File: config.mk
export PLATFORM = sky130hd
export DESIGN_NAME = asrc_host
export DESIGN_NICKNAME = d
export VERILOG_FILES = /design/src/pkg/asrc_pkg.sv /design/src/verilog/asrc_host.sv
export SDC_FILE = /design/constraint.sdc
export NUM_CORES = 1
export LEC_CHECK = 0
export ABC_AREA = 1
export BUFFER_PORTS_ARGS = -buffer_cell sky130_fd_sc_hd__buf_4
export CAP_MARGIN = 20
export CELL_PAD_IN_SITES_DETAIL_PLACEMENT = 0
export CELL_PAD_IN_SITES_GLOBAL_PLACEMENT = 2
export CORE_MARGIN = 3
export CORE_UTILIZATION = 25
export DETAILED_ROUTE_END_ITERATION = 8
export PLACE_DENSITY_LB_ADDON = 0.1
export SYNTH_ARGS = -nofsm -noshare
export SYNTH_HDL_FRONTEND = slang
export SYNTH_SLANG_ARGS = --single-unit
File: constraint.sdc
create_clock -name mclk -period 1.9 [get_ports mclk]
set_clock_uncertainty 0.1 [all_clocks]
set_input_delay 0.285 -clock mclk [delete_from_list [all_inputs] [get_ports mclk]]
set_output_delay 0.285 -clock mclk [all_outputs]
set_load 0.02 [all_outputs]
File: src/pkg/asrc_pkg.sv
package asrc_pkg;

  localparam int ADDR_W        = 19;
  localparam int DATA_W        = 8;
  localparam int CLK_PERIOD_NS = 4;
  localparam int CNT_W         = 8;

  // Timing figures in ns, fast grade then slow grade
  localparam int T_RC_FAST_NS  = 70;
  localparam int T_RC_SLOW_NS  = 85;
  localparam int T_AA_FAST_NS  = 70;
  localparam int T_AA_SLOW_NS  = 85;
  localparam int T_OE_FAST_NS  = 35;
  localparam int T_OE_SLOW_NS  = 45;
  localparam int T_HZ_FAST_NS  = 30;
  localparam int T_HZ_SLOW_NS  = 35;
  localparam int T_WC_FAST_NS  = 70;
  localparam int T_WC_SLOW_NS  = 85;
  localparam int T_CW_FAST_NS  = 60;
  localparam int T_CW_SLOW_NS  = 75;
  localparam int T_WP_FAST_NS  = 50;
  localparam int T_WP_SLOW_NS  = 55;
  localparam int T_DW_FAST_NS  = 30;
  localparam int T_DW_SLOW_NS  = 35;
  localparam int T_WHZ_FAST_NS = 30;
  localparam int T_WHZ_SLOW_NS = 35;

  function automatic int cyc_up(input int ns);
    return (ns + CLK_PERIOD_NS - 1) / CLK_PERIOD_NS;
  endfunction

  function automatic int max3(input int a, input int b, input int c);
    int m;
    m = (a > b) ? a : b;
    return (m > c) ? m : c;
  endfunction

  // Access wait covers both address access and output enable access
  localparam int RD_CYC_FAST = cyc_up(max3(T_RC_FAST_NS, T_AA_FAST_NS, T_OE_FAST_NS));
  localparam int RD_CYC_SLOW = cyc_up(max3(T_RC_SLOW_NS, T_AA_SLOW_NS, T_OE_SLOW_NS));
  localparam int HZ_CYC_FAST = cyc_up(max3(T_HZ_FAST_NS, T_WHZ_FAST_NS, 0));
  localparam int HZ_CYC_SLOW = cyc_up(max3(T_HZ_SLOW_NS, T_WHZ_SLOW_NS, 0));
  localparam int WP_CYC_FAST = cyc_up(max3(T_WP_FAST_NS, T_CW_FAST_NS, T_DW_FAST_NS + T_WHZ_FAST_NS));
  localparam int WP_CYC_SLOW = cyc_up(max3(T_WP_SLOW_NS, T_CW_SLOW_NS, T_DW_SLOW_NS + T_WHZ_SLOW_NS));
  localparam int WC_CYC_FAST = cyc_up(T_WC_FAST_NS);
  localparam int WC_CYC_SLOW = cyc_up(T_WC_SLOW_NS);
  localparam int RC_CYC_FAST = cyc_up(T_RC_FAST_NS);
  localparam int RC_CYC_SLOW = cyc_up(T_RC_SLOW_NS);

  localparam logic [ADDR_W-1:0] ADDR_RST = 19'h00000;
  localparam logic [DATA_W-1:0] DATA_RST = 8'h00;

  typedef struct packed {
    logic              write;
    logic [ADDR_W-1:0] addr;
    logic [DATA_W-1:0] wdata;
  } asrc_req_t;

  typedef struct packed {
    logic [ADDR_W-1:0] word_address;
    logic              cs_n;
    logic              we_n;
    logic              oe_n;
    logic [DATA_W-1:0] shared_data_bus_o;
    logic              shared_data_bus_oe;
  } asrc_pins_t;

  typedef enum logic [6:0] {
    ST_IDLE    = 7'h01,
    ST_READ    = 7'h02,
    ST_RD_HZ   = 7'h04,
    ST_WRITE   = 7'h08,
    ST_WR_TAIL = 7'h10,
    ST_RETAIN  = 7'h20,
    ST_RESUME  = 7'h40
  } asrc_state_t;

endpackage

File: src/verilog/asrc_host.sv
`timescale 1ns/1ns
// Summary of operation
// RULE_01 - 512K bytes, 19-bit address, byte access
// RULE_02 - Device is static, no refresh needed
// RULE_03 - One shared three-state byte bus
// RULE_04 - Deselected device ignores inputs, floats bus
// RULE_05 - Read data valid 70/85 ns after address
// RULE_06 - Output enable access 35/45 ns
// RULE_07 - Old data held 10 ns after address
// RULE_08 - Bus floats within 30/35 ns
// RULE_09 - Each cycle lasts at least 70/85 ns
// RULE_10 - Write spans overlap of select and strobe
// RULE_11 - Write window at least 50/55 ns
// RULE_12 - Select low 60/75 ns before write end
// RULE_13 - Address stable from write start to end
// RULE_14 - Output-drive-low write widened against contention
// RULE_15 - Never drive bus while device drives
// RULE_16 - Select with strobe keeps outputs floating
// RULE_17 - Output-drive-low write echoes then reads next
// RULE_18 - Deselect before retention, recover one read cycle
// RULE_19 - Retained contents survive floating inputs
// RULE_20 - Read drives byte only with output drive low
// RULE_21 - Select and strobe low always write
module asrc_host #(
  parameter bit FAST_GRADE = 1'b1
) (
  input  wire logic                      mclk,
  input  wire logic                      srst,
  input  wire logic                      ce,
  input  wire logic                      req_valid,
  input  wire asrc_pkg::asrc_req_t       req,
  output logic                           req_ready,
  output logic                           rsp_valid,
  output logic [asrc_pkg::DATA_W-1:0]    rsp_rdata,
  input  wire logic                      retain_req,
  output logic                           retain_active,
  output asrc_pkg::asrc_pins_t           pins,
  input  wire logic [asrc_pkg::DATA_W-1:0] shared_data_bus_i
);
  import asrc_pkg::*;

  localparam int RD_CYC_I = FAST_GRADE ? RD_CYC_FAST : RD_CYC_SLOW;
  localparam int HZ_CYC_I = FAST_GRADE ? HZ_CYC_FAST : HZ_CYC_SLOW;
  localparam int WP_CYC_I = FAST_GRADE ? WP_CYC_FAST : WP_CYC_SLOW;
  localparam int WC_CYC_I = FAST_GRADE ? WC_CYC_FAST : WC_CYC_SLOW;
  localparam int RC_CYC_I = FAST_GRADE ? RC_CYC_FAST : RC_CYC_SLOW;
  localparam int TAIL_I   = (WC_CYC_I > WP_CYC_I) ? (WC_CYC_I - WP_CYC_I) : 1;

  localparam logic [CNT_W-1:0] RD_LOAD   = CNT_W'(RD_CYC_I - 1);
  localparam logic [CNT_W-1:0] HZ_LOAD   = CNT_W'(HZ_CYC_I - 1);
  localparam logic [CNT_W-1:0] WP_LOAD   = CNT_W'(WP_CYC_I - 1);
  localparam logic [CNT_W-1:0] TAIL_LOAD = CNT_W'(TAIL_I - 1);
  localparam logic [CNT_W-1:0] RC_LOAD   = CNT_W'(RC_CYC_I - 1);
  localparam logic [CNT_W-1:0] CNT_ZERO  = 8'h00;

  asrc_state_t       state;
  asrc_state_t       next_state;
  logic [CNT_W-1:0]  cnt;
  logic [CNT_W-1:0]  next_cnt;
  logic              accept;
  logic              cnt_done;
  logic              cs_n;
  logic              we_n;
  logic              oe_n;
  logic [ADDR_W-1:0] word_address;
  logic [DATA_W-1:0] wdata_out;
  logic              bus_drive;

  assign accept   = req_valid && req_ready && !retain_req;
  assign cnt_done = (cnt == CNT_ZERO);

  always_comb begin
    next_state = state;
    next_cnt   = cnt;
    if (!cnt_done) begin
      next_cnt = cnt - 8'h01;
    end
    case (state)
      ST_IDLE: begin
        if (retain_req) begin
          // Select is already high in idle
          next_state = ST_RETAIN; // see RULE_18
        end else if (accept) begin
          if (req.write) begin
            next_state = ST_WRITE; // see RULE_21
            next_cnt   = WP_LOAD; // see RULE_11
          end else begin
            next_state = ST_READ; // see RULE_20
            next_cnt   = RD_LOAD; // see RULE_05
          end
        end
      end
      ST_READ: begin
        if (cnt_done) begin
          next_state = ST_RD_HZ;
          next_cnt   = HZ_LOAD; // see RULE_08
        end
      end
      ST_RD_HZ: begin
        if (cnt_done) begin
          next_state = ST_IDLE; // see RULE_15
        end
      end
      ST_WRITE: begin
        if (cnt_done) begin
          next_state = ST_WR_TAIL;
          next_cnt   = TAIL_LOAD; // see RULE_09
        end
      end
      ST_WR_TAIL: begin
        if (cnt_done) begin
          next_state = ST_IDLE;
        end
      end
      ST_RETAIN: begin
        if (!retain_req) begin
          next_state = ST_RESUME;
          next_cnt   = RC_LOAD; // see RULE_18
        end
      end
      ST_RESUME: begin
        if (cnt_done) begin
          next_state = ST_IDLE;
        end
      end
      default: begin
        next_state = ST_IDLE;
        next_cnt   = CNT_ZERO;
      end
    endcase
  end

  always_ff @(posedge mclk) begin
    if (srst) begin
      state <= ST_IDLE;
      cnt   <= CNT_ZERO;
    end else if (ce) begin
      state <= next_state;
      cnt   <= next_cnt;
    end
  end

  // Ready only while idle, so a request is never taken mid-cycle
  always_ff @(posedge mclk) begin
    if (srst) begin
      req_ready <= 1'b0;
    end else if (ce) begin
      req_ready <= (next_state == ST_IDLE);
    end
  end

  always_ff @(posedge mclk) begin
    if (srst) begin
      retain_active <= 1'b0;
    end else if (ce) begin
      retain_active <= (next_state == ST_RETAIN); // see RULE_18
    end
  end

  // Select and write strobe fall and rise on the same edge
  always_ff @(posedge mclk) begin
    if (srst) begin
      cs_n <= 1'b1;
      we_n <= 1'b1;
    end else if (ce) begin
      cs_n <= !((next_state == ST_READ) || (next_state == ST_WRITE)); // see RULE_10
      we_n <= !(next_state == ST_WRITE); // see RULE_12
    end
  end

  // Output drive stays high for writes so the bus is never contended
  always_ff @(posedge mclk) begin
    if (srst) begin
      oe_n <= 1'b1;
    end else if (ce) begin
      oe_n <= !(next_state == ST_READ); // see RULE_14
    end
  end

  // Address and write data latched at accept, held to end of cycle
  always_ff @(posedge mclk) begin
    if (srst) begin
      word_address <= ADDR_RST;
      wdata_out    <= DATA_RST;
    end else if (ce && state == ST_IDLE && accept) begin
      word_address <= req.addr; // see RULE_13
      wdata_out    <= req.wdata; // see RULE_01
    end
  end

  // Data driven only inside the write strobe, after the read float wait
  always_ff @(posedge mclk) begin
    if (srst) begin
      bus_drive <= 1'b0;
    end else if (ce) begin
      bus_drive <= (next_state == ST_WRITE); // see RULE_15
    end
  end

  // Pin bundle gathered from the individual flops
  assign pins = {
    word_address,
    cs_n,
    we_n,
    oe_n,
    wdata_out,
    bus_drive
  };

  // Read data taken once the full access time has elapsed
  always_ff @(posedge mclk) begin
    if (srst) begin
      rsp_valid <= 1'b0;
      rsp_rdata <= DATA_RST;
    end else if (ce) begin
      rsp_valid <= 1'b0;
      if (state == ST_READ && cnt_done) begin
        rsp_valid <= 1'b1;
        rsp_rdata <= shared_data_bus_i; // see RULE_06
      end
    end
  end

endmodule

After elaboration in Yosys (flattened, before gate mapping)
Index checks and enable logic that the tools add are counted.

Add/sub/neg operators: 1. Equal/unequal tests: 11. Muxes and demuxes: 17. Reduce and logical (&&, ||, !) cells: 13.

Operators by type and width (number): $mux W8 (6); $mux W7 (6); $pmux W8 S5 (1); $pmux W7 S5 (1); $eq A7 B1 Y1 const B (2); $eq A7 B2 Y1 const B (2); $eq A7 B4 Y1 const B (2); $eq A7 B6 Y1 const B (2); $logic_not A8 Y1 (1); $sub A8 B1 Y8 const B (1); $eq A7 B3 Y1 const B (1); $eq A7 B5 Y1 const B (1); $eq A7 B7 Y1 const B (1); $logic_and A1 B1 Y1 (5); $mux W5 (1); $logic_not A1 Y1 (4); $mux W4 (1); $reduce_or A3 Y1 (1); $reduce_and A2 Y1 (1); $logic_or A1 B1 Y1 (1); $mux W1 (1).

Flip-flop bits (word level): 57. Input port bits: 41.

Logic depth before layout (Yosys ltp)
Gate-level depths: netlist of the first run.

Depth in word-level cells: 8. Gate-level depth with buffers: 13. Mapped depth without buffers: 12.

Worst setup path before layout of the first run
OpenSTA, ideal clock, no wires.

Path type: flip-flop to flip-flop. Start point: register cnt[0]. End point: register cnt[0]. Data arrival time: 1.603 ns. Required time: 1.668 ns. Path slack: 0.065 ns. Cell stages (with the launch flop): 13. Cell sequence: dfxtp_1 -> inv_1 -> ha_1 -> nand2_1 -> nor2_4 -> buf_6 -> inv_2 -> ha_1 -> inv_1 -> o211ai_1 -> nand3b_1 -> nand2_1 -> a21oi_1.

Cells in the longest elaborated chain, start to end: 5. Elaborated cells between the ends (all ways): 9. Those cells by class: 1 x add/sub; 7 x mux; 1 x reduce/logical.

RTL lines: start, declared (line asrc_host.sv:58) `logic [CNT_W-1:0] cnt;`; start signal, assigned (line asrc_host.sv:139) `cnt <= next_cnt;`; $sub A8 B1 Y8 / $logic_not A8 Y1 (equally long branches) (line asrc_host.sv:76, asrc_host.sv:70); $mux W8 (line asrc_host.sv:75) `if (!cnt_done) begin`; $mux W8 (line asrc_host.sv:83) `end else if (accept) begin`; $mux W8 (line asrc_host.sv:80) `if (retain_req) begin`; $pmux W8 S5 (*) (line asrc_host.sv:78) `case (state)`.

Every way passes the cells marked *; elsewhere a longest branch is shown, timed or not. A chain may end at the register's enable or synchronous reset.

Worst setup path in the final report of the first run
Start point: register cnt[3]. End point: register cnt[0].

Cells in the longest elaborated chain, start to end: 5. Elaborated cells between the ends (all ways): 8. Those cells by class: 7 x mux; 1 x reduce/logical.

RTL lines: $logic_not A8 Y1 (*) (line asrc_host.sv:70) `assign cnt_done = (cnt == CNT_ZERO);`; $mux W8 (line asrc_host.sv:75); $mux W8 (line asrc_host.sv:83); $mux W8 (line asrc_host.sv:80); $pmux W8 S5 (*) (line asrc_host.sv:78).

Marks and branches as above.

==> metrics, run 1 <==
status=complete, no violations; Clk Latency, worst-skew pair=0.32 ns; internal power=2.774 mW; routed len/inst=14.16 µm; Final Cell Area=3946 µm²; CTS tree=yes; syn nets=439; max_slew headroom=79.51%; PD cells=999.2 nW/µm²; root buffer cell=clkbuf_16; drt pass-1 iters=6; period utilization=90.07%; Initial Util=25.99%; HPWL after DPL=6208 µm; Crit. End Element=flip-flop; final wirelength=8734 µm; number of setup violations in the final report=0; Net Sw Power=1.170 mW; Avg Vias per Cell=4.549; Worst EP required=2.00 ns; CP Max Fanout=6; port bufs=82; number of diodes=0; Clock Tree Buf Depth=2; Die ar.=12790 µm²; r2r worst-path depth=10; initial antenna violation count=0; RD Place Congestion=0.8040; Rows=38; critical path class=flip-flop to flip-flop; CP max-delay cell=dfxtp_1; core area=11030 µm²; Leakage=1.794 nW; CP Cell Sequence=nor2_2 -> nand2_2 -> nor2_4 -> inv_2 -> ha_1 -> inv_1 -> o211ai_1 -> nand3b_1 -> nand2_1 -> a21oi_1; Total GRT Usage=14.21%; r2r setup slk=0.19 ns; Max Clk Rate=0.5844 GHz; min Tclk post-route=1.711 ns; GRT overflow=0; Post-Place Cell Area=3625 µm²; Max-cap violations=0; combinational share of power=23.9%; Worst R2R End=cnt[0]; RSZ-0062 raised after global routing=no; final hold violation count=0; Seq/Total Area, Yosys=39.81%; count of cell types in the netlist=32; # Post-CTS Setup Buffers=0; crit path DAT=1.81 ns; final layout net count=517; CP peak stage delay=0.34 ns; clock buffers created by TritonCTS=9; Avg Synthesized Cell Area=7.275 µm²; # DRC=0; crit-path leading delay family=simple AND/OR/NAND/NOR gates; synth warn=0; IO Count=83; H-tree levels=3; Worst Path Buf+Inv=2; max-slew violation count=0; Area Overhead vs Synth=37.67%; Worst VDD drop=0.0004599 V; critical path startpoint category=flip-flop; largest net degree at the start of global routing=41; Synth Register Bits=57; first-pass GRT wire length=14590 µm; DIE WIDTH=113.1 µm; Net Sw Frac=29.66%; hold path depth=3; Reg-to-Reg Start=cnt[3]; Reg power frac=32.8%; chip height=113.1 µm; Antenna Nets Post-Route=0; share of cells above drive strength 1=29.77%; Post-Syn Area=2866 µm²; Post-Syn Instances=394; Tightest Hold Check Type=primary input to flip-flop; clock share of power=43.3%; vias in the first global route=2880; CTS sink cnt=57; worst slew pin tran=0.3074 ns; Worst Hold Launch=req[10]; TNS Setup=0 ns; Via Count=2807; Hold Path Sink=word_address[2]; DRT iter0 DRCs=101; final core utilization=35.78%; clk slew on worst S/H paths=0.06 ns
-- area by class of cell --
type / instances / area, µm²
tap: 140 / 175.2
multi-input combinational: 274 / 1425
timing repair buffer: 94 / 755.7
clock buffer: 11 / 232.7
sequential: 57 / 1142
clock inverter: 5 / 80.08
inverter: 36 / 135.1
fill: 1215 / 7084
-- layout by cell type, fill, tap and decap left out --
| master | Yosys | routed |
|---|---|---|
| nand3_1 | 19 | 19 |
| nor2_2 | 4 | 6 |
| clkbuf_1 | 8 | 2 |
| o211ai_2 | 1 | 1 |
| o221ai_1 | 1 | 1 |
| o211ai_1 | 5 | 5 |
| xnor2_1 | 2 | 2 |
| o21ai_1 | 21 | 21 |
| buf_4 | 9 | 90 |
| nor3_4 | 1 | 1 |
| inv_2 | 7 | 9 |
| buf_12 | 0 | 4 |
| clkinv_2 | 0 | 1 |
| xor2_1 | 3 | 3 |
| dfxtp_2 | 0 | 1 |
| a21oi_1 | 27 | 27 |
| and3_1 | 1 | 1 |
| o21ai_0 | 25 | 25 |
| clkinvlp_4 | 0 | 2 |
| nand2_1 | 62 | 61 |
| o21ai_2 | 2 | 2 |
| nor4_1 | 27 | 27 |
| bufinv_16 | 0 | 2 |
| nand3_2 | 1 | 1 |
| dfxtp_1 | 57 | 56 |
| nand3b_1 | 2 | 2 |
| nand2_4 | 1 | 1 |
| nand2_2 | 7 | 8 |
| nor2_4 | 4 | 4 |
| ha_1 | 4 | 4 |
| o211a_1 | 1 | 1 |
| clkinv_1 | 1 | 1 |
| inv_1 | 28 | 26 |
| nor3_1 | 3 | 3 |
| clkbuf_16 | 0 | 9 |
| nor2_1 | 50 | 48 |
-- worst reg2reg max path, stage by stage (launching register included) --
cell and delay [ns]:
dfxtp_1 0.34, nor2_2 0.16, nand2_2 0.10, nor2_4 0.14
inv_2 0.08, ha_1 0.28, inv_1 0.05, o211ai_1 0.15
nand3b_1 0.09, nand2_1 0.06, a21oi_1 0.05
-- per-layer routing --
| layer | global-route usage (%) | wire, µm | vias to the layer above | part of all wire [%] |
|---|---|---|---|---|
| met3 | 4.813 | 565 | 9 | 6.5 |
| li1 | - | - | 1474 | - |
| met2 | 21.80 | 3858 | 63 | 44 |
| met1 | 18.61 | 4184 | 1261 | 48 |
| met5 | 0 | 0 | - | 0 |
| met4 | 5.048 | 126 | 0 | 1.4 |
-- sequential cells by signal, indices dropped and copies added (netlist names) --
register	flops
state	7
word_address	19
we_n	1
retain_active	1
wdata_out	8
bus_drive	1
rsp_rdata	8
cs_n	1
cnt	8
rsp_valid	1
req_ready	1
oe_n	1
-- cell usage after synthesis, drive strengths merged --
cell type | number | area [µm²]
nand2 | 70 | 287.8
nor2 | 58 | 257.7
dfxtp | 57 | 1141
o21ai | 48 | 247.7
inv | 35 | 131.4
a21oi | 27 | 135.1
nor4 | 27 | 168.9
nand3 | 20 | 105.1
buf | 19 | 142.6
clkbuf | 8 | 30.03
o211ai | 6 | 50.05
ha | 4 | 50.05
nor3 | 4 | 31.28
xor2 | 3 | 26.28
nand3b | 2 | 15.01
xnor2 | 2 | 17.52
and3 | 1 | 6.260
clkinv | 1 | 3.750
o211a | 1 | 10.01
o221ai | 1 | 8.760
-- worst max path at each step --
| stage | start | to | slack [ns] | cells after the start |
|---|---|---|---|---|
| final | cnt[3] | cnt[0] | 0.19 | 10 |
| after global routing | cnt[3] | cnt[0] | 0.002 | 10 |
| after CTS | cnt[1] | cnt[0] | 0.12 | 11 |
| after detailed placement | cnt[1] | cnt[0] | 0.12 | 11 |
| after global placement | cnt[1] | cnt[0] | 0.16 | 11 |
| after floorplan | cnt[0] | cnt[0] | 0.06 | 12 |
-- metrics by stage --
| step | hold slack [ns] | std cells | power, mW | setup slack, ns |
|---|---|---|---|---|
| 2_1_floorplan | 0.3263 | 394 | 1.979 | 0.06469 |
| 3_3_place_gp | 0.3320 | 601 | 2.263 | 0.1558 |
| 3_5_place_dp | 0.3379 | 601 | 2.258 | 0.1233 |
| 4_1_cts | 0.08111 | 617 | 4.002 | 0.1152 |
| 5_1_grt | 0.08646 | 617 | 4.190 | 0.002465 |
| 6_report | 0.08996 | 617 | 3.943 | 0.1888 |
-- power by group through the flow --
stage          registers [mW]  logic, mW  clock network, mW
6_report                 1.29      0.942               1.71
5_1_grt                  1.30       1.07               1.82
4_1_cts                  1.29      0.948               1.76
3_5_place_dp             1.32      0.942                  0
3_3_place_gp             1.31      0.948                  0
2_1_floorplan            1.33      0.653                  0
-- logic make-up after synthesis --
family	synth area share, %
buffers and inverters	10.74
AO/OA/AOI/OAI	15.76
adder cells (fa/ha/maj)	1.746
flip-flops	39.81
AND/OR/NAND/NOR	30.42
XOR/XNOR	1.528
-- timing repair --
item,in CTS,in global routing
gates resized for setup,0,6
setup endpoints to repair,0,2
hold buffers,0,0
Note: power is estimated with default switching activity, not from simulation.
==> run 2, diff against run 1 <==
- CORE_UTILIZATION: 25 -> 30
- PLACE_DENSITY: default -> 0.89
- PLACE_DENSITY_LB_ADDON: 0.1 -> default
- SETUP_SLACK_MARGIN: default -> 0.3
- clock period: 1.9 -> 2.2 ns (I/O delays scaled with it)
==> run 2 against run 1 <==
Via count down 0.93%; critical endpoint is now rsp_rdata[2]; die area down 16%; non-clock buffer count unchanged; sequential power down 13%; clock power down 43%; design area down 4.4%; combinational power down 15%; sequential cell count unchanged; power down 27%; sequential share of layout area up 1.3 points; largest cell class unchanged; final cell count down 1.8%.
==> metrics, run 2 (synthesized netlist as in run 1, its figures left out) <==
Crit. End Element=flip-flop (unchanged); DIE WIDTH=103.8 µm (was 113.1 µm); Rows=35 (was 38); final layout net count=517 (unchanged); hold path depth=3 (unchanged); crit path DAT=1.92 ns (was 1.81 ns); core area=9284 µm² (was 11030 µm²); max_slew headroom=76.68% (was 79.51%); chip height=103.8 µm (was 113.1 µm); r2r worst-path depth=9 (was 10); root buffer cell=clkbuf_8 (was clkbuf_16); most common cell after layout, fill and taps aside=buf_4 (unchanged); # fillers=1008 (was 1215); Area Overhead vs Synth=31.65% (was 37.67%); share of cells above drive strength 1=29.35% (was 29.77%); CTS tree=yes (unchanged); TNS Setup=0 ns (unchanged); final core utilization=40.65% (was 35.78%); worst slew pin tran=0.3486 ns (was 0.3074 ns); worst slack, placed=0.3153 ns (was 0.1233 ns); min Tclk post-route=1.803 ns (was 1.711 ns); CTS sink cnt=57 (unchanged); max-slew violation count=0 (unchanged); DRT iter0 DRCs=115 (was 101); Avg Vias per Cell=4.589 (was 4.549); Antenna Nets Post-Route=0 (unchanged); RD Place Congestion=0.8121 (was 0.8040); most frequent cells in the layout=94 x buf_4, 62 x nand2_1, 56 x dfxtp_1, 50 x nor2_1 (was 90 x buf_4, 61 x nand2_1, 56 x dfxtp_1, 48 x nor2_1); Total GRT Usage=14.66% (was 14.21%); Clock Tree Buf Depth=2 (unchanged); critical path startpoint category=flip-flop (unchanged); Max-cap violations=0 (unchanged); IO Count=83 (unchanged); final wirelength=7896 µm (was 8734 µm); number of diodes=0 (unchanged); Clk Latency, worst-skew pair=0.33 ns (was 0.32 ns); Worst VDD drop=0.0003337 V (was 0.0004599 V); number of setup violations in the final report=0 (unchanged); port bufs=82 (unchanged); CP Max Fanout=17 (was 6); initial antenna violation count=0 (unchanged); HPWL after DPL=5759 µm (was 6208 µm); GRT overflow=0 (unchanged); Largest register FFs=19 (unchanged); Setup WS post-layout=0.3968 ns (was 0.1888 ns); largest net degree at the start of global routing=37 (was 41); Most flops, register=word_address (unchanged); Worst EP required=2.32 ns (was 2.00 ns); RSZ-0062 raised after global routing=no (unchanged); critical path class=flip-flop to flip-flop (unchanged); period utilization=81.97% (was 90.07%); PD cells=767.1 nW/µm² (was 999.2 nW/µm²); Multi-input gate area=1430 µm² (was 1425 µm²); routed len/inst=13.03 µm (was 14.16 µm); status=complete, no violations (unchanged); Leakage=1.726 nW (was 1.794 nW); first-pass GRT wire length=13150 µm (was 14590 µm); final hold violation count=0 (unchanged); clk slew on worst S/H paths=0.07 ns (was 0.06 ns); clock buffers created by TritonCTS=9 (unchanged); Via Count=2781 (was 2807); Die ar.=10760 µm² (was 12790 µm²); # DRC=0 (unchanged); Tightest Hold Check Type=primary input to flip-flop (unchanged); vias in the first global route=2670 (was 2880); Seq. cell area=1142 µm² (unchanged); Initial Util=30.88% (was 25.99%); Max Clk Rate=0.5546 GHz (was 0.5844 GHz); H-tree levels=3 (unchanged); drt pass-1 iters=4 (was 6)
## run 2: layout make-up
type | count | share of cell area, %
clock buffers | 11 | 3.747
flip-flops and latches | 57 | 30.27
repair buffers | 94 | 18.70
inverters | 36 | 3.647
clock inverters | 5 | 1.459
well taps | 129 | 4.277
multi-input cells | 274 | 37.90
## run 2: worst max-delay path, stage by stage, from the launching register on
cell     delay (ns)
dfxtp_2        0.34
inv_2          0.09
ha_1           0.15
nand2_1        0.10
nor2_4         0.15
buf_4          0.13
buf_4          0.15
nand3_4        0.17
o21ai_0        0.24
a21oi_1        0.06
## run 2: stage by stage
step / std cells / cell area, µm² / total power [mW] / hold slack (ns)
3_3_place_gp: 587 / 3538 / 1.893 / 0.3365
4_1_cts: 603 / 3742 / 2.896 / 0.1057
6_report: 606 / 3774 / 2.895 / 0.1263
5_1_grt: 606 / 3774 / 3.092 / 0.1079
2_1_floorplan: 394 / 2867 / 1.709 / 0.3420
3_5_place_dp: 587 / 3538 / 1.893 / 0.3407
## run 2: layer usage
layer,share of wire [%],vias to the layer above,track usage (%)
met2,45,60,23.22
li1,-,1468,-
met5,0,-,0
met3,6.2,7,5.234
met4,0.77,0,3.134
met1,48,1246,19.28
## run 2: what timing repair did
action,4_1_cts,5_1_grt
endpoints found under the setup margin,1,3
gates resized for setup,1,5
buffers inserted,0,3
hold buffers,0,0
pin swaps,0,1
## run 2: worst paths after layout
check             slack (ns)          endpoint          from
setup / recovery        0.40      rsp_rdata[2]        cnt[0]
hold / removal          0.13  word_address[13]       req[21]
setup reg to reg        0.40      rsp_rdata[2]        cnt[0]
hold reg to reg         0.35      rsp_rdata[1]  rsp_rdata[1]
## run 2: report_power, final
group	internal [mW]	switching, mW	total, mW
clock network	0.550	0.424	0.974
registers	1.08	0.0453	1.12
logic	0.323	0.477	0.800
==> run 3, diff against run 2 <==
- ABC_AREA: 1 -> 0
- CORE_UTILIZATION: 30 -> 28
- PLACE_DENSITY: 0.89 -> 0.83
- clock period: 2.2 -> 1.7 ns (I/O delays scaled with it)
==> run 3 against run 2 <==
The flow now finishes with violations (setup timing); largest cell class unchanged; design area is 23% higher; critical endpoint is now cnt[2]; critical path type unchanged; power up 47%; global-route usage increased by 2.0 points; highest routed layer unchanged.
==> metrics, run 3 <==
DIE WIDTH=103.5 µm (was 103.8 µm); CP Max Fanout=4 (was 17); most frequent cell after synthesis=nand2_1 (unchanged); Final Cell Area=4627 µm² (was 3774 µm²); crit path DAT=2.23 ns (was 1.92 ns); Via Count=2868 (was 2781); status=finished, violations left (was complete, no violations); mux cell area share after synthesis=3.387% (was 0%); final layout net count=527 (was 517); first-pass GRT wire length=13810 µm (was 13150 µm); HPWL after DPL=6252 µm (was 5759 µm); Antenna Nets Post-Route=0 (unchanged); CTS sink cnt=57 (unchanged); share of cells above drive strength 1=53.39% (was 29.35%); Max Clk Rate=0.4817 GHz (was 0.5546 GHz); Worst VDD drop=0.0003706 V (was 0.0003337 V); Yosys top cell area share=42.90% (was 39.81%); CP max-delay cell=or4_4 (was dfxtp_2); hold_buf cts=0 (unchanged); Net Sw Power=1.349 mW (was 0.9468 mW); Synth Register Bits=57 (unchanged); Clock Tree Buf Depth=2 (unchanged); Crit. End Element=flip-flop (unchanged); # fillers=874 (was 1008); Setup WS post-layout=-0.3758 ns (was 0.3968 ns); Post-Syn Area=2660 µm² (was 2866 µm²); synth warn=0 (unchanged); Initial Util=29.63% (was 30.88%); Avg Synthesized Cell Area=7.940 µm² (was 7.275 µm²); Avg Vias per Cell=4.679 (was 4.589); Post-synth EDFFs=0 (unchanged); internal power=2.907 mW (was 1.948 mW); Rows=34 (was 35); drt pass-1 iters=4 (unchanged); clk slew on worst S/H paths=0.08 ns (was 0.07 ns); Clk Latency, worst-skew pair=0.34 ns (was 0.33 ns); Multi-input gate area=1762 µm² (was 1430 µm²); vias in the first global route=2779 (was 2670); worst slew pin tran=0.4994 ns (was 0.3486 ns); Post-Synth Adder-Cell Area=1.881% (was 1.746%); Reg power frac=34.1% (was 38.7%); IO Count=83 (unchanged); Synth top cells by count=77 x nand2_1, 57 x dfxtp_1, 45 x a21oi_1 (was 62 x nand2_1, 57 x dfxtp_1, 50 x nor2_1); final hold violation count=0 (unchanged); post-synthesis compound-gate area fraction=20.60% (was 15.76%); post-synthesis xor/xnor area fraction=1.317% (was 1.528%); Largest register FFs=19 (unchanged); violated checks=setup timing; Seq/Total Area, Yosys=42.90% (was 39.81%); Net Sw Frac=31.69% (was 32.70%); Post-Place Cell Area=3897 µm² (was 3538 µm²); Area Overhead vs Synth=73.94% (was 31.65%); RSZ-0062 raised after global routing=yes (was no); most common cell after layout, fill and taps aside=buf_4 (unchanged); hold_ws=0.04541 ns (was 0.1263 ns); CP Cell Sequence=or4_4 -> buf_6 -> nor2_4 -> a21boi_4 -> a21oi_2 -> buf_4 -> a31oi_2 -> o22ai_1 (was inv_2 -> ha_1 -> nand2_1 -> nor2_4 -> buf_4 -> buf_4 -> nand3_4 -> o21ai_0 -> a21oi_1); initial antenna violation count=0 (unchanged); min Tclk post-route=2.076 ns (was 1.803 ns); # DRC=0 (unchanged); clock share of power=30.3% (was 33.7%); number of setup violations in the final report=57 (was 0); CP peak stage delay=0.59 ns (was 0.34 ns); Most flops, register=word_address (unchanged); Synth Area in Simple Gates=24.37% (was 30.42%); core area=8976 µm² (was 9284 µm²); root buffer cell=clkbuf_8 (unchanged); RD Place Congestion=0.9551 (was 0.8121); Seq. cell area=1149 µm² (was 1142 µm²); H-tree levels=3 (unchanged); syn nets=380 (was 439); DRT iter0 DRCs=56 (was 115); critical path startpoint category=flip-flop (unchanged); ys flop type=dfxtp_1 (unchanged); final wirelength=9145 µm (was 7896 µm); worst slack, placed=-0.4049 ns (was 0.3153 ns); chip height=103.5 µm (was 103.8 µm); dpl cells=584 (was 587); final core utilization=51.55% (was 40.65%); async set or reset register ratio after synthesis=0% (unchanged); GRT overflow=0 (unchanged); TNS Setup=-16.49 ns (was 0 ns); largest net degree at the start of global routing=30 (was 37); routed len/inst=14.92 µm (was 13.03 µm); number of diodes=0 (unchanged); combinational share of power=35.6% (was 27.6%); Post-Syn Instances=335 (was 394); Tightest Hold Check Type=primary input to flip-flop (unchanged); Yosys top cell by area=dfxtp_1 (unchanged); Total GRT Usage=16.69% (was 14.66%); PD cells=919.7 nW/µm² (was 767.1 nW/µm²); CTS tree=yes (unchanged); Power Total=4.255 mW (was 2.895 mW); most frequent cells in the layout=139 x buf_4, 56 x nand2_1, 51 x dfxtp_1, 24 x a21oi_1, 21 x a21oi_2 (was 94 x buf_4, 62 x nand2_1, 56 x dfxtp_1, 50 x nor2_1); count of cell types in the netlist=54 (was 32); port bufs=82 (unchanged); period utilization=122.1% (was 81.97%); max_slew headroom=66.58% (was 76.68%); Worst EP required=1.86 ns (was 2.32 ns); Die ar.=10710 µm² (was 10760 µm²); clock buffers created by TritonCTS=9 (unchanged); main combinational cell family by area after synthesis=simple AND/OR/NAND/NOR gates (unchanged); max-slew violation count=0 (unchanged); Max-cap violations=0 (unchanged); final cell count without fillers=613 (was 606); Synth area leaders=dfxtp_1 43%, nand2_1 11%, a21oi_1 8.5% (was dfxtp_1 40%, nand2_1 8.1%, nor2_1 6.5%); critical path class=flip-flop to flip-flop (unchanged); Leakage=1.982 nW (was 1.726 nW)
==> run 3: worst paths after layout <==
path / start / end / slack (ns) / cells past startpoint
worst max-delay path: state[6] / cnt[2] / -0.38 / 8
worst min-delay path: srst / cnt[6] / 0.05 / 2
worst max register to register: state[6] / cnt[2] / -0.38 / 8
worst min register to register: we_n / we_n / 0.34 / 2
==> run 3: per-layer routing <==
metal  share of wire [%]  track usage [%]  vias up
li1                    -                -     1451
met1                  45            21.71     1332
met3                 4.0            3.085       14
met5                   0                0        -
met4                 1.9            6.076        0
met2                  49            27.55       71
==> run 3: cells by family after synthesis <==
family / after synthesis
simple gates: 139
compound gates: 91
flops: 57
buf+inv: 31
mux: 9
xor+xnor: 4
fa+ha+maj: 4
==> run 3: critical path: cells and delay by family, from the launching register on <==
kind / cells / cell delay (ns)
AOI/OAI and AO/OA: 4 / 0.51
buffers and inverters: 2 / 0.29
DFF: 1 / 0.32
and+or+nand+nor: 2 / 0.77
==> run 3: power by group through the flow <==
stage / Combinational, mW / Sequential [mW] / Clock [mW]
6_report: 1.52 / 1.45 / 1.29
3_3_place_gp: 1.23 / 1.47 / 0
3_5_place_dp: 1.24 / 1.47 / 0
4_1_cts: 1.41 / 1.45 / 1.32
2_1_floorplan: 0.666 / 1.49 / 0
5_1_grt: 1.64 / 1.46 / 1.38
==> run 3: final cells by class <==
class | instances | area share [%]
clock inverter | 5 | 1.190
multi-input combinational | 247 | 38.07
tap | 126 | 3.407
timing repair buffer | 158 | 28.61
sequential | 57 | 24.82
inverter | 9 | 0.8383
clock buffer | 11 | 3.056
==> run 3: timing repair <==
action                                  in CTS  in global routing
buffers inserted                             6                  3
gates resized for setup                     58                 52
cloned                                       4                  0
endpoints found under the setup margin      57                 57
pin swaps                                   34                 25
